$ cat src/verilog/rgt_pkg.sv
// Constants, types and register map of the receive gating, gain and transmit-start block.
// Assumes one 125 MHz clock, a synchronous active-high reset and an 8-bit register port.
package rgt_pkg;

  // Register offsets
  localparam logic [5:0] OFS_STATE_CTRL = 6'h02;
  localparam logic [5:0] OFS_TRX_CTRL0  = 6'h03;
  localparam logic [5:0] OFS_RX_SYNC    = 6'h15;
  localparam logic [5:0] OFS_GAIN_TEST  = 6'h3C;

  // Field positions
  localparam int RXS_BLOCK_BIT   = 7;
  localparam int GT_MANUAL_BIT   = 5;
  localparam int GT_RESET_BIT    = 4;
  localparam int GT_AUTO_OFF_BIT = 3;
  localparam int GT_FREEZE_BIT   = 2;
  localparam int TC0_PHASE_BIT   = 5;

  // Values after reset and writable-bit masks
  localparam logic [7:0] RXS_RST  = 8'h00;
  localparam logic [7:0] GT_RST   = 8'h00;
  localparam logic [7:0] TC0_RST  = 8'h00;
  localparam logic [7:0] RXS_MASK = 8'h8F;
  localparam logic [7:0] GT_MASK  = 8'h3F;
  localparam logic [7:0] TC0_MASK = 8'h20;

  // State commands
  localparam logic [4:0] CMD_TX_GO    = 5'h02;
  localparam logic [4:0] CMD_RX_ON    = 5'h06;
  localparam logic [4:0] CMD_TRX_OFF  = 5'h08;
  localparam logic [4:0] CMD_SYNTH_ON = 5'h09;
  localparam logic [4:0] CMD_RETRY_ON = 5'h19;

  // State codes read back from the state register
  localparam logic [4:0] CODE_RX_BUSY = 5'h01;
  localparam logic [4:0] CODE_TX_BUSY = 5'h02;

  // Gain codes
  localparam logic [1:0] GAIN_MAX = 2'h0;
  localparam logic [1:0] GAIN_RSV = 2'h3;

  // Timing
  localparam int CLK_NS      = 8;
  localparam int TX_LEAD_NS  = 16000;
  localparam int TX_LEAD_CYC = (TX_LEAD_NS + CLK_NS - 1) / CLK_NS;
  localparam int CHIP_NS     = 500;
  localparam int CHIP_CYC    = CHIP_NS / CLK_NS;

  // Frame layout and spreading
  localparam logic [7:0]  PHR_IDX     = 8'h05;
  localparam logic [7:0]  SFD_IDX     = 8'h04;
  localparam logic [7:0]  SFD_BYTE    = 8'hA7;
  localparam logic [31:0] CHIP_SEQ0   = 32'h744AC39B;
  localparam logic [31:0] ODD_CHIPS   = 32'hAAAAAAAA;
  localparam logic [4:0]  THR_STEP_DB = 5'h03;

  typedef enum logic [2:0] {
    RGT_OFF, RGT_SYNTH, RGT_RETRY, RGT_RX_LISTEN, RGT_RX_BUSY, RGT_TX_LEAD, RGT_TX_SEND
  } rgt_state_t;

endpackage

$ cat src/verilog/rgt_delay_timer.sv
// One-shot delay: a start pulse gives a done pulse a fixed number of cycles later.
// Assumes start is a single-cycle pulse; a new start restarts the count.
module rgt_delay_timer #(
  parameter int CYCLES = rgt_pkg::TX_LEAD_CYC
) (
  input  wire logic ref_clk,
  input  wire logic sys_rst,
  input  wire logic start,
  output logic      done_q
);

  logic [11:0] cnt_q;  // Cycles still to wait, zero when idle

  // Count down and pulse on the last cycle
  always_ff @(posedge ref_clk) begin
    if (sys_rst) begin
      cnt_q  <= 12'h000;
      done_q <= 1'b0;
    end else begin
      done_q <= (cnt_q == 12'h001);
      if (start) begin
        cnt_q <= 12'(CYCLES - 1);
      end else if (cnt_q != 12'h000) begin
        cnt_q <= cnt_q - 12'h001;
      end
    end
  end

endmodule

$ cat src/verilog/rgt_gain_ctrl.sv
// Receiver gain selection from the test overrides and the automatic loop proposal.
// Assumes the override inputs are already masked by the phase-measure enable.
module rgt_gain_ctrl (
  input  wire logic       ref_clk,
  input  wire logic       sys_rst,
  input  wire logic       manual_sel,
  input  wire logic       reset_max,
  input  wire logic       auto_off,
  input  wire logic       freeze,
  input  wire logic [1:0] setting,
  input  wire logic [1:0] auto_gain,
  output logic      [1:0] gain_q,
  output logic            held_q
);

  // Priority: forced maximum, then manual setting, then freeze, then loop
  always_ff @(posedge ref_clk) begin
    if (sys_rst) begin
      gain_q <= rgt_pkg::GAIN_MAX;
      held_q <= 1'b0;
    end else begin
      held_q <= 1'b0;
      if (reset_max) begin
        gain_q <= rgt_pkg::GAIN_MAX;
      end else if (auto_off) begin
        // Reserved code keeps the present gain rather than guessing
        if (setting != rgt_pkg::GAIN_RSV) begin
          gain_q <= setting;
        end
      end else if (manual_sel && freeze) begin
        held_q <= 1'b1;
      end else begin
        gain_q <= auto_gain;
      end
    end
  end

endmodule

$ cat src/verilog/rgt_rx_gating_gain_tx_start.sv
// Top of the receive gating, gain override and transmit-start block.
// Assumes a register master with one-cycle strobes and synchronous inputs on ref_clk.
//
// Decided for this implementation: the strobed register port.
module rgt_rx_gating_gain_tx_start (
  input  wire logic       ref_clk,
  input  wire logic       sys_rst,
  input  wire logic [5:0] reg_addr,
  input  wire logic [7:0] reg_wdata,
  input  wire logic       reg_we,
  input  wire logic       reg_re,
  output logic      [7:0] reg_rdata,
  input  wire logic       sleep_tx_trigger_pin,
  input  wire logic       shr_detect,
  input  wire logic [7:0] frame_strength,
  input  wire logic       rx_frame_done,
  input  wire logic [1:0] auto_gain,
  input  wire logic [7:0] fb_data,
  output logic            demod_start,
  output logic            rx_busy,
  output logic      [1:0] gain_level,
  output logic            gain_held,
  output logic      [6:0] fb_addr,
  output logic            fb_rd,
  output logic            tx_chip,
  output logic            tx_chip_strobe,
  output logic            tx_busy
);

  // Threshold in dB above the signal-strength floor for a nonzero level
  function automatic logic [7:0] thr_db(input logic [3:0] lvl);
    logic [7:0] step;
    step   = {4'h0, lvl} - 8'h01;
    thr_db = 8'(step * {3'h0, rgt_pkg::THR_STEP_DB});
  endfunction

  // Chip k of the spreading sequence for one 4-bit symbol
  function automatic logic chip_of(input logic [3:0] sym, input logic [4:0] k);
    logic [63:0] dbl;
    logic [31:0] seq;
    dbl = {rgt_pkg::CHIP_SEQ0, rgt_pkg::CHIP_SEQ0};
    // Symbols 1..7 are the base sequence delayed by four chips per step
    seq = 32'(dbl >> (6'd32 - {1'b0, sym[2:0], 2'b00}));
    // Upper eight symbols invert every odd chip
    if (sym[3]) begin
      seq = seq ^ rgt_pkg::ODD_CHIPS;
    end
    chip_of = seq[k];
  endfunction

  // Register storage
  logic [7:0]  rxs_q;      // Receiver sync control
  logic [7:0]  gt_q;       // Gain control test
  logic [7:0]  tc0_q;      // Transceiver control zero
  logic [7:0]  rd_val;     // Read mux output

  // State machine
  rgt_pkg::rgt_state_t st_q;
  rgt_pkg::rgt_state_t ret_q;  // Where a finished transmission returns to

  // Trigger pin history for edge detection
  logic        pin_q;
  logic        pin_rise;

  // Decoded strobes
  logic        cmd_wr;
  logic [4:0]  cmd;
  logic        tx_go;
  logic        accept;
  logic        lead_done;
  logic        send_last;

  // Chip engine
  logic [7:0]  byte_idx_q;   // Byte of the over-air frame being sent
  logic [7:0]  cur_byte_q;   // Byte being spread
  logic [7:0]  next_byte_q;  // Prefetched following byte
  logic [5:0]  chip_idx_q;   // Chip within the byte, two symbols of 32
  logic [5:0]  chip_tmr_q;   // Cycles within one chip
  logic [6:0]  frame_len_q;  // Payload length taken from the header byte
  logic        fetch_q;      // Frame buffer data arrives this cycle
  logic [7:0]  fetch_idx_q;  // Frame byte index of that data
  logic        chip_tick;
  logic [7:0]  nxt_idx;
  logic [7:0]  nxt_ofs;
  logic [7:0]  last_idx;
  logic [3:0]  nibble;

  // Effective gain overrides
  logic [7:0]  gt_eff;

  assign cmd_wr    = reg_we && (reg_addr == rgt_pkg::OFS_STATE_CTRL);
  assign cmd       = reg_wdata[4:0];
  assign pin_rise  = sleep_tx_trigger_pin && !pin_q;
  assign chip_tick = (chip_tmr_q == 6'(rgt_pkg::CHIP_CYC - 1));
  assign nxt_idx   = byte_idx_q + 8'h01;
  assign nxt_ofs   = nxt_idx - rgt_pkg::PHR_IDX;
  assign last_idx  = rgt_pkg::PHR_IDX + {1'b0, frame_len_q};
  assign nibble    = chip_idx_q[5] ? cur_byte_q[7:4] : cur_byte_q[3:0];

  // Only synth-ready and auto-retry states may launch a frame
  assign tx_go = (pin_rise || (cmd_wr && (cmd == rgt_pkg::CMD_TX_GO)))
               && ((st_q == rgt_pkg::RGT_SYNTH) || (st_q == rgt_pkg::RGT_RETRY));

  // Frame start is taken only while listening, never while already busy,
  // so setting the block bit mid-frame leaves that frame untouched
  assign accept = (st_q == rgt_pkg::RGT_RX_LISTEN) && shr_detect
                && !rxs_q[rgt_pkg::RXS_BLOCK_BIT]
                && ((rxs_q[3:0] == 4'h0)
                    || (frame_strength > thr_db(rxs_q[3:0])));

  // Last chip of the last byte closes the frame
  assign send_last = (st_q == rgt_pkg::RGT_TX_SEND) && chip_tick
                   && (chip_idx_q == 6'h3F) && (byte_idx_q == last_idx);

  // Overrides apply only with phase measurement on; fields stay accessible
  assign gt_eff = tc0_q[rgt_pkg::TC0_PHASE_BIT] ? gt_q : rgt_pkg::GT_RST;

  // Register writes; reserved bits are never stored
  always_ff @(posedge ref_clk) begin
    if (sys_rst) begin
      rxs_q <= rgt_pkg::RXS_RST;
      gt_q  <= rgt_pkg::GT_RST;
      tc0_q <= rgt_pkg::TC0_RST;
    end else if (reg_we) begin
      if (reg_addr == rgt_pkg::OFS_RX_SYNC) begin
        rxs_q <= reg_wdata & rgt_pkg::RXS_MASK;
      end else if (reg_addr == rgt_pkg::OFS_GAIN_TEST) begin
        gt_q <= reg_wdata & rgt_pkg::GT_MASK;
      end else if (reg_addr == rgt_pkg::OFS_TRX_CTRL0) begin
        tc0_q <= reg_wdata & rgt_pkg::TC0_MASK;
      end
    end
  end

  // Read mux; the state register shows the block's own state
  always_comb begin
    rd_val = 8'h00;
    if (reg_addr == rgt_pkg::OFS_STATE_CTRL) begin
      case (st_q)
        rgt_pkg::RGT_SYNTH:     rd_val = {3'h0, rgt_pkg::CMD_SYNTH_ON};
        rgt_pkg::RGT_RETRY:     rd_val = {3'h0, rgt_pkg::CMD_RETRY_ON};
        rgt_pkg::RGT_RX_LISTEN: rd_val = {3'h0, rgt_pkg::CMD_RX_ON};
        rgt_pkg::RGT_RX_BUSY:   rd_val = {3'h0, rgt_pkg::CODE_RX_BUSY};
        rgt_pkg::RGT_TX_LEAD:   rd_val = {3'h0, rgt_pkg::CODE_TX_BUSY};
        rgt_pkg::RGT_TX_SEND:   rd_val = {3'h0, rgt_pkg::CODE_TX_BUSY};
        default:                rd_val = {3'h0, rgt_pkg::CMD_TRX_OFF};
      endcase
    end else if (reg_addr == rgt_pkg::OFS_TRX_CTRL0) begin
      rd_val = tc0_q;
    end else if (reg_addr == rgt_pkg::OFS_RX_SYNC) begin
      rd_val = rxs_q;
    end else if (reg_addr == rgt_pkg::OFS_GAIN_TEST) begin
      rd_val = gt_q;
    end
  end

  // Read data stand for exactly one cycle, zero otherwise
  always_ff @(posedge ref_clk) begin
    if (sys_rst) begin
      reg_rdata <= 8'h00;
    end else begin
      reg_rdata <= reg_re ? rd_val : 8'h00;
    end
  end

  // Trigger pin history
  always_ff @(posedge ref_clk) begin
    if (sys_rst) begin
      pin_q <= 1'b0;
    end else begin
      pin_q <= sleep_tx_trigger_pin;
    end
  end

  // Transceiver state machine; off command wins in every state
  always_ff @(posedge ref_clk) begin
    if (sys_rst) begin
      st_q  <= rgt_pkg::RGT_OFF;
      ret_q <= rgt_pkg::RGT_SYNTH;
    end else if (cmd_wr && (cmd == rgt_pkg::CMD_TRX_OFF)) begin
      st_q <= rgt_pkg::RGT_OFF;
    end else begin
      case (st_q)
        rgt_pkg::RGT_OFF: begin
          if (cmd_wr && (cmd == rgt_pkg::CMD_RX_ON)) begin
            st_q <= rgt_pkg::RGT_RX_LISTEN;
          end else if (cmd_wr && (cmd == rgt_pkg::CMD_SYNTH_ON)) begin
            st_q <= rgt_pkg::RGT_SYNTH;
          end else if (cmd_wr && (cmd == rgt_pkg::CMD_RETRY_ON)) begin
            st_q <= rgt_pkg::RGT_RETRY;
          end
        end
        rgt_pkg::RGT_SYNTH: begin
          if (tx_go) begin
            st_q  <= rgt_pkg::RGT_TX_LEAD;
            ret_q <= rgt_pkg::RGT_SYNTH;
          end else if (cmd_wr && (cmd == rgt_pkg::CMD_RX_ON)) begin
            st_q <= rgt_pkg::RGT_RX_LISTEN;
          end else if (cmd_wr && (cmd == rgt_pkg::CMD_RETRY_ON)) begin
            st_q <= rgt_pkg::RGT_RETRY;
          end
        end
        rgt_pkg::RGT_RETRY: begin
          if (tx_go) begin
            st_q  <= rgt_pkg::RGT_TX_LEAD;
            ret_q <= rgt_pkg::RGT_RETRY;
          end else if (cmd_wr && (cmd == rgt_pkg::CMD_SYNTH_ON)) begin
            st_q <= rgt_pkg::RGT_SYNTH;
          end
        end
        rgt_pkg::RGT_RX_LISTEN: begin
          // Blocked receiver simply stays here; only a synth-on or off command moves it on
          if (accept) begin
            st_q <= rgt_pkg::RGT_RX_BUSY;
          end else if (cmd_wr && (cmd == rgt_pkg::CMD_SYNTH_ON)) begin
            st_q <= rgt_pkg::RGT_SYNTH;
          end
        end
        rgt_pkg::RGT_RX_BUSY: begin
          // Runs to the end of frame whatever the block bit does
          if (rx_frame_done) begin
            st_q <= rgt_pkg::RGT_RX_LISTEN;
          end
        end
        rgt_pkg::RGT_TX_LEAD: begin
          if (lead_done) begin
            st_q <= rgt_pkg::RGT_TX_SEND;
          end
        end
        rgt_pkg::RGT_TX_SEND: begin
          if (send_last) begin
            st_q <= ret_q;
          end
        end
        default: st_q <= rgt_pkg::RGT_OFF;
      endcase
    end
  end

  // Fixed lead time between the trigger and the first chip
  rgt_delay_timer #(
    .CYCLES (rgt_pkg::TX_LEAD_CYC)
  ) u_lead (
    .ref_clk (ref_clk),
    .sys_rst (sys_rst),
    .start   (tx_go),
    .done_q  (lead_done)
  );

  // Status outputs
  always_ff @(posedge ref_clk) begin
    if (sys_rst) begin
      demod_start <= 1'b0;
      rx_busy     <= 1'b0;
      tx_busy     <= 1'b0;
    end else begin
      demod_start <= accept;
      rx_busy     <= (st_q == rgt_pkg::RGT_RX_BUSY);
      tx_busy     <= (st_q == rgt_pkg::RGT_TX_LEAD) || (st_q == rgt_pkg::RGT_TX_SEND);
    end
  end

  // Chip timing and byte sequencing. The chip period is rounded down to
  // whole cycles, so the chip rate runs slightly fast of nominal.
  always_ff @(posedge ref_clk) begin
    if (sys_rst) begin
      chip_tmr_q     <= 6'h00;
      chip_idx_q     <= 6'h00;
      byte_idx_q     <= 8'h00;
      cur_byte_q     <= 8'h00;
      tx_chip        <= 1'b0;
      tx_chip_strobe <= 1'b0;
    end else if (st_q != rgt_pkg::RGT_TX_SEND) begin
      // Preamble byte is zero; state is ready for the first chip
      chip_tmr_q     <= 6'h00;
      chip_idx_q     <= 6'h00;
      byte_idx_q     <= 8'h00;
      cur_byte_q     <= 8'h00;
      tx_chip_strobe <= 1'b0;
    end else begin
      tx_chip_strobe <= chip_tick;
      if (chip_tick) begin
        chip_tmr_q <= 6'h00;
        tx_chip    <= chip_of(nibble, chip_idx_q[4:0]);
        chip_idx_q <= chip_idx_q + 6'h01;
        if (chip_idx_q == 6'h3F) begin
          byte_idx_q <= nxt_idx;
          cur_byte_q <= next_byte_q;
        end
      end else begin
        chip_tmr_q <= chip_tmr_q + 6'h01;
      end
    end
  end

  // Prefetch of the following byte at the first chip of each byte.
  // Preamble and SFD bytes come from constants; the header byte and the rest from the frame buffer.
  always_ff @(posedge ref_clk) begin
    if (sys_rst) begin
      fb_addr     <= 7'h00;
      fb_rd       <= 1'b0;
      fetch_q     <= 1'b0;
      fetch_idx_q <= 8'h00;
      next_byte_q <= 8'h00;
      frame_len_q <= 7'h00;
    end else begin
      fb_rd   <= 1'b0;
      fetch_q <= fb_rd;
      if ((st_q == rgt_pkg::RGT_TX_SEND) && chip_tick && (chip_idx_q == 6'h00)) begin
        fetch_idx_q <= nxt_idx;
        if (nxt_idx < rgt_pkg::SFD_IDX) begin
          next_byte_q <= 8'h00;
        end else if (nxt_idx == rgt_pkg::SFD_IDX) begin
          next_byte_q <= rgt_pkg::SFD_BYTE;
        end else if (nxt_idx <= last_idx) begin  // Never fetch past the last payload byte
          fb_addr <= nxt_ofs[6:0];
          fb_rd   <= 1'b1;
        end
      end
      if (fetch_q) begin
        next_byte_q <= fb_data;
        if (fetch_idx_q == rgt_pkg::PHR_IDX) begin
          frame_len_q <= fb_data[6:0];
        end
      end
    end
  end

  // Gain selection behind the phase-measure gate
  rgt_gain_ctrl u_gain (
    .ref_clk    (ref_clk),
    .sys_rst    (sys_rst),
    .manual_sel (gt_eff[rgt_pkg::GT_MANUAL_BIT]),
    .reset_max  (gt_eff[rgt_pkg::GT_RESET_BIT]),
    .auto_off   (gt_eff[rgt_pkg::GT_AUTO_OFF_BIT]),
    .freeze     (gt_eff[rgt_pkg::GT_FREEZE_BIT]),
    .setting    (gt_eff[1:0]),
    .auto_gain  (auto_gain),
    .gain_q     (gain_level),
    .held_q     (gain_held)
  );

endmodule
$ cat config.mk
export PLATFORM = sky130hd
export DESIGN_NAME = rgt_rx_gating_gain_tx_start
export DESIGN_NICKNAME = d
export VERILOG_FILES = /design/src/verilog/rgt_pkg.sv /design/src/verilog/rgt_delay_timer.sv /design/src/verilog/rgt_gain_ctrl.sv /design/src/verilog/rgt_rx_gating_gain_tx_start.sv
export SDC_FILE = /design/constraint.sdc
export NUM_CORES = 1
export LEC_CHECK = 0
export ABC_AREA = 1
export BUFFER_PORTS_ARGS = -buffer_cell sky130_fd_sc_hd__buf_2
export CAP_MARGIN = 15
export CORE_MARGIN = 4
export CORE_UTILIZATION = 52
export CTS_BUF_LIST = sky130_fd_sc_hd__clkbuf_8 sky130_fd_sc_hd__clkbuf_16
export DETAILED_ROUTE_END_ITERATION = 7
export PLACE_DENSITY = 0.74
export SLEW_MARGIN = 40
export SYNTH_ARGS = -nofsm -noshare
export SYNTH_HDL_FRONTEND = slang
export SYNTH_SLANG_ARGS = --single-unit
export TNS_END_PERCENT = 100
$ cat constraint.sdc
create_clock -name ref_clk -period 3.9 [get_ports ref_clk]
set_clock_uncertainty 0.15 [all_clocks]
set_input_delay 0.195 -clock ref_clk [delete_from_list [all_inputs] [get_ports ref_clk]]
set_output_delay 0.195 -clock ref_clk [all_outputs]
set_load 0.02 [all_outputs]
==> results.sh, run 1 <==
export IMPL_status="complete, but fails checks"
export IMPL_violations="negative hold slack"
export IMPL_core_rowCount=40
export IMPL_synth_seq_cells=106
export IMPL_synthMuxAreaShare_pct=0
export IMPL_relSlewSlack_pct=54.3
export IMPL_synthAdderAreaFrac_pct=7.80
export IMPL_maxCapViolCount=0
export IMPL_synth_compound_area_share_pct=14.6
export IMPL_criticalPathCategory="flop to flop"
export IMPL_synth_most_common_cell="nand2_1"
export IMPL_max_vdd_ir_drop_mv=0.256
export IMPL_synth_top_family_by_area="simple AND/OR/NAND/NOR gates"
export IMPL_worst_pin_slew_ns=0.685
export IMPL_yosys_top_cells_area="dfxtp_1, nand2_1, ha_1"
export IMPL_grt_pass1_wl_mm=25.6
export IMPL_synth_common_cells="nand2_1, nor2_1, dfxtp_1"
export IMPL_hold_depth=3
export IMPL_syn_area_mm2=0.00635
export IMPL_wl_per_cell_um=13.0
export IMPL_synth_edf_count=0
export IMPL_finalCritPeriodShare_pct=92.0
export IMPL_layout_drive_gt1_share_pct=11.1
export IMPL_setup_viol_count_final=0
export IMPL_synth_top_area_share_pct=33.4
export IMPL_reg2reg_to="st_q[2]"
export IMPL_cp_required_ns=4.02
export IMPL_netlist_instances=931
export IMPL_r2r_cells=22
export IMPL_yosys_area_share_simple_pct=30.3
export IMPL_r2r_start="rxs_q[0]"
export IMPL_io_pins=63
export IMPL_critPathCaptureType="flop"
export IMPL_area_growth_pct=13.8
export IMPL_vias_per_cell=5.34
export IMPL_cts_tree="built"
export IMPL_synth_cell_types=52
export IMPL_critPathArrivalTime_ns=3.71
export IMPL_core_mm2=0.0120
export IMPL_final_hold_violation_count=1
export IMPL_diodes=0
export IMPL_startpoint="rxs_q[0]"
export IMPL_cts_root_buf="clkbuf_16"
export IMPL_detail_route_first_pass_iterations=5
export IMPL_syn_num_nets=1009
export IMPL_final_util_pct=60.4
export IMPL_port_buffers=60
export IMPL_rrSetupSlack_ns=0.31
export IMPL_synthXorXnorAreaFrac_pct=5.50
export IMPL_start_util_pct=53.1
export IMPL_grt_max_degree=35
export IMPL_die_w_um=119
export IMPL_setup_tns_final_ns=0
export IMPL_place_detailed_hpwl_mm=10.9
export IMPL_path_clk_slew_ns=0.07
export IMPL_yosys_area_top_type="dfxtp_1"
export IMPL_drtIter0Drc=572
export IMPL_drc=0
export IMPL_ys_seq_area_share_pct=33.4
export IMPL_cts_made_buffers=9
export IMPL_hold_class="input pin to flop"
export IMPL_nNetsFinal=1075
export IMPL_cts_max_level=3
export IMPL_start_kind="flop"
export IMPL_chipHeight_um=119
export IMPL_cp_max_fo=6
export IMPL_routed_wl_mm=14.9
export IMPL_clk_latency_ns=0.36
export IMPL_overflow=0
export IMPL_timing_hold_ws_ns=-0.00358
export IMPL_grt_pass1_vias=5625
export IMPL_antenna_found_initial=0
export IMPL_gp_congestion=0.912
export IMPL_slew_violations=0
export IMPL_synthArstFlopShare_pct=0
export IMPL_yosysWarnings=0
export IMPL_ant_nets=0
export IMPL_die_area_mm2=0.0140
export IMPL_grt_use_total_pct=21.6
export IMPL_min_to="frame_len_q[0]"
export IMPL_p_leak_nw=3.37
export IMPL_fmax_mhz=279
export IMPL_rsz0062_at_grt="no"
export IMPL_min_from="fb_data[0]"
export IMPL_period_needed_ns=3.59
export IMPL_cts_sinks=106
export IMPL_synthFlopType="dfxtp_1"
export IMPL_num_vias=6129
export IMPL_clock_path_buffers=2
export IMPL_synth_avg_cell_area_um2=6.82
export IMPL_powerDensity_mw_per_mm2=362
[power breakdown]
group | internal, mW | leakage [nW] | switching, mW
Clock | 0.575 | 0.155 | 0.395
Sequential | 1.14 | 0.857 | 0.0424
Combinational | 0.185 | 2.36 | 0.283
[cell usage in the layout, fill, tap and decap left out, drive strengths merged, types with 6 or more instances in the layout]
cell type    instances
dlygate4sd3         13
dfxtp              106
ha                  38
xor2                33
nand4               12
o21ai               77
nor3                12
xnor2                6
nand3               85
buf                 69
inv                107
nor2               112
a31oi                7
clkbuf              10
a21oi               78
nand2              199
[per-stage QoR]
step                      std cells  hold slack, ns  power [mW]  instance area, um2  setup slack [ns]
final                          1147        -0.00358        2.62                7230             0.310
after global routing           1147          0.0170        2.77                7230           0.00448
after CTS                      1145         0.00286        2.63                7210             0.306
after detailed placement       1118           0.277        1.66                6770             0.308
after global placement         1118           0.265        1.65                6770             0.386
after floorplan                 931           0.170        1.55                6350             0.630
[critical path, stage by stage, from the launching register on]
cell     delay [ns]
dfxtp_1        0.34
inv_1          0.11
ha_1           0.25
xor2_1         0.16
ha_1           0.29
ha_1           0.17
inv_1          0.06
fa_1           0.41
o22ai_1        0.17
xor2_1         0.18
ha_1           0.24
nand2_1        0.08
o21ai_0        0.09
a21o_1         0.15
o21ai_1        0.08
nand2_1        0.06
nand4_1        0.11
buf_4          0.14
nand2_1        0.04
nor2_1         0.08
nand2_1        0.06
nand2_1        0.06
inv_1          0.03
[worst max path at each step]
stage | to | slack, ns | depth (start not counted)
floorplan | st_q[0] | 0.63 | 22
global placement | st_q[0] | 0.39 | 22
detailed placement | st_q[0] | 0.31 | 22
CTS | st_q[0] | 0.31 | 22
global route | st_q[0] | 0.004 | 22
finish | st_q[2] | 0.31 | 22
[layout make-up]
type                       count  area, um2
sequential                   106       2120
multi-input combinational    690       3700
clock buffer                  10        239
timing repair buffer          82        498
fill                        1101       4730
tap                          147        184
inverter                     108        408
clock inverter                 4       77.6
[state kept, by name, summed over array words and instances (netlist names), 6 cells and up]
name          count
frame_len_q       7
reg_rdata         7
byte_idx_q        8
gt_q              6
fb_addr           7
u_lead.cnt_q     12
fetch_idx_q       8
next_byte_q       8
chip_idx_q        6
chip_tmr_q        6
cur_byte_q        8
[cell families (layout without fill, tap and decap cells)]
| family | after synthesis | in the layout |
|---|---|---|
| simple gates | 435 | 435 |
| other cells | 1 | 1 |
| buf+inv | 135 | 204 |
| xor+xnor | 39 | 39 |
| flops | 106 | 106 |
| fa+ha+maj | 39 | 39 |
| compound gates | 176 | 176 |
[repair_timing]
action,in CTS,in global routing
hold endpoints to repair,16,0
setup buffers,0,2
setup endpoints to repair,0,2
hold buffers,13,0
gates resized for setup,0,1
[metal layers]
metal	up-vias	wire length, um	track usage (%)
met3	15	722	4.74
met2	148	7190	36.1
met1	2785	6840	28.4
met5	-	0	0
met4	0	178	5.14
li1	3181	-	-
(Power assumes the default switching activity.)
==> inputs of run 2 (changes only) <==
--- a/config.mk
+++ b/config.mk
@@ -8,6 +8,7 @@
 export ABC_AREA = 1
 export BUFFER_PORTS_ARGS = -buffer_cell sky130_fd_sc_hd__buf_2
 export CAP_MARGIN = 15
+export CORE_ASPECT_RATIO = 1.2
 export CORE_MARGIN = 4
 export CORE_UTILIZATION = 52
 export CTS_BUF_LIST = sky130_fd_sc_hd__clkbuf_8 sky130_fd_sc_hd__clkbuf_16
==> results.sh, run 2 (same netlist as run 1, synthesis figures left out) <==
export IMPL_status="finished, final reports clean"
export IMPL_worst_path_buf_inv=2
export IMPL_crit_chain="inv_1 > ha_1 > xor2_1 > ha_1 > ha_1 > inv_1 > fa_1 > o22ai_2 > xor2_1 > ha_1 > nand2_1 > o21ai_0 > a21o_1 > o21ai_0 > nand2_1 > nand4_1 > nand2_1 > nand2_1 > nand2_1 > nand2_1 > nand2_1 > a21oi_1"
export IMPL_grt_pass1_wl_mm=26.2
export IMPL_drc=0
export IMPL_timing_hold_ws_ns=0.0102
export IMPL_io_pins=63
export IMPL_critPathCaptureType="flop"
export IMPL_largest_register="u_lead.cnt_q"
export IMPL_relSlewSlack_pct=51.2
export IMPL_cts_made_buffers=9
export IMPL_worst_pin_slew_ns=0.731
export IMPL_die_area_mm2=0.0141
export IMPL_crit_family="adder cells"
export IMPL_cpMostUsedCell="nand2_1"
export IMPL_final_cell_count_no_fill=1154
export IMPL_final_area_mm2=0.00724
export IMPL_grt_pass1_vias=5876
export IMPL_place_detailed_hpwl_mm=11.1
export IMPL_clk_latency_ns=0.35
export IMPL_cts_tree="built"
export IMPL_setup_viol_count_final=0
export IMPL_gp_congestion=0.941
export IMPL_slew_violations=0
export IMPL_port_buffers=60
export IMPL_maxCapViolCount=0
export IMPL_cts_max_level=3
export IMPL_hold_class="input pin to flop"
export IMPL_setup_ws_ns=0.290
export IMPL_vias_per_cell=5.30
export IMPL_critPathArrivalTime_ns=3.75
export IMPL_clock_path_buffers=2
export IMPL_start_util_pct=53.9
export IMPL_area_growth_pct=14.0
export IMPL_layout_drive_gt1_share_pct=11.1
export IMPL_num_vias=6111
export IMPL_p_leak_nw=3.36
export IMPL_start_kind="flop"
export IMPL_routed_wl_mm=15.2
export IMPL_overflow=0
export IMPL_powerDensity_mw_per_mm2=375
export IMPL_fmax_mhz=277
export IMPL_core_mm2=0.0118
export IMPL_path_clk_slew_ns=0.08
export IMPL_criticalPathCategory="flop to flop"
export IMPL_final_util_pct=61.5
export IMPL_place_inst=1126
export IMPL_drtIter0Drc=427
export IMPL_cts_sinks=106
export IMPL_largest_reg_flops=12
export IMPL_final_cell_mix="nand2_1, nor2_1, dfxtp_1, inv_1, nand3_1"
export IMPL_cp_max_fo=6
export IMPL_chipHeight_um=129
export IMPL_wl_per_cell_um=13.1
export IMPL_die_w_um=109
export IMPL_nNetsFinal=1070
export IMPL_antenna_found_initial=0
export IMPL_postPlaceCellArea_mm2=0.00676
export IMPL_detail_route_first_pass_iterations=7
export IMPL_setup_tns_final_ns=0
export IMPL_core_rowCount=43
export IMPL_slowest_delay_ns=0.42
export IMPL_final_common_cell="nand2_1"
export IMPL_diodes=0
export IMPL_grt_max_degree=35
export IMPL_power_mw=2.72
export IMPL_cts_root_buf="clkbuf_16"
export IMPL_period_needed_ns=3.61
export IMPL_ant_nets=0
export IMPL_final_hold_violation_count=0
export IMPL_critPathSlowestCell="fa_1"
export IMPL_dpl_worst_slack_ns=0.291
export IMPL_grt_use_total_pct=22.7
export IMPL_cp_required_ns=4.04
export IMPL_finalCritPeriodShare_pct=92.6
export IMPL_max_vdd_ir_drop_mv=0.211
[run 2: cell count changes in the layout (fill, tap and decap cells not counted), moves of 2 or more]
cell / change
buf_4: -3
clkinv_4: -2
clkinvlp_4: +2
dlygate4sd3_1: -2
[run 2: repair_timing]
item	4_1_cts	5_1_grt
gates resized for setup	0	1
endpoints found under the hold margin	14	0
hold buffers	11	0
setup buffers	0	1
setup endpoints to repair	0	2
[run 2: worst min-delay path: stages]
cell and delay (ns):
buf_2 0.13, nand3_1 0.08, a21oi_1 0.06
[run 2: power by group]
part / leakage (nW) / total [mW] / internal, mW / switching [mW]
logic: 2.34 / 0.466 / 0.185 / 0.281
registers: 0.857 / 1.18 / 1.14 / 0.0424
clock network: 0.164 / 1.07 / 0.635 / 0.434
total: 3.36 / 2.72 / 1.96 / 0.757
[run 2: final cells by class]
class / instances / area [um2]
fillers: 1157 / 4540
multi-input cells: 690 / 3710
inverters: 108 / 408
clock buffers: 9 / 225
well taps: 157 / 196
clock inverters: 7 / 125
repair buffers: 77 / 455
flip-flops and latches: 106 / 2120
[run 2: per-layer routing]
layer	routed length [um]	vias up	part of all wire, %	GRT usage [%]
li1	-	3178	-	-
met1	6720	2774	44	27.9
met2	7540	126	50	39.9
met3	567	33	3.7	3.09
met4	334	0	2.2	8.69
met5	0	-	0	0
[run 2: worst paths after layout]
kind	startpoint	to	slack [ns]	cells past startpoint
setup / recovery	rxs_q[0]	st_q[0]	0.29	22
hold / removal	reg_we	tc0_q[5]	0.01	3
setup reg to reg	rxs_q[0]	st_q[0]	0.29	22
hold reg to reg	fb_rd	fetch_q	0.30	2
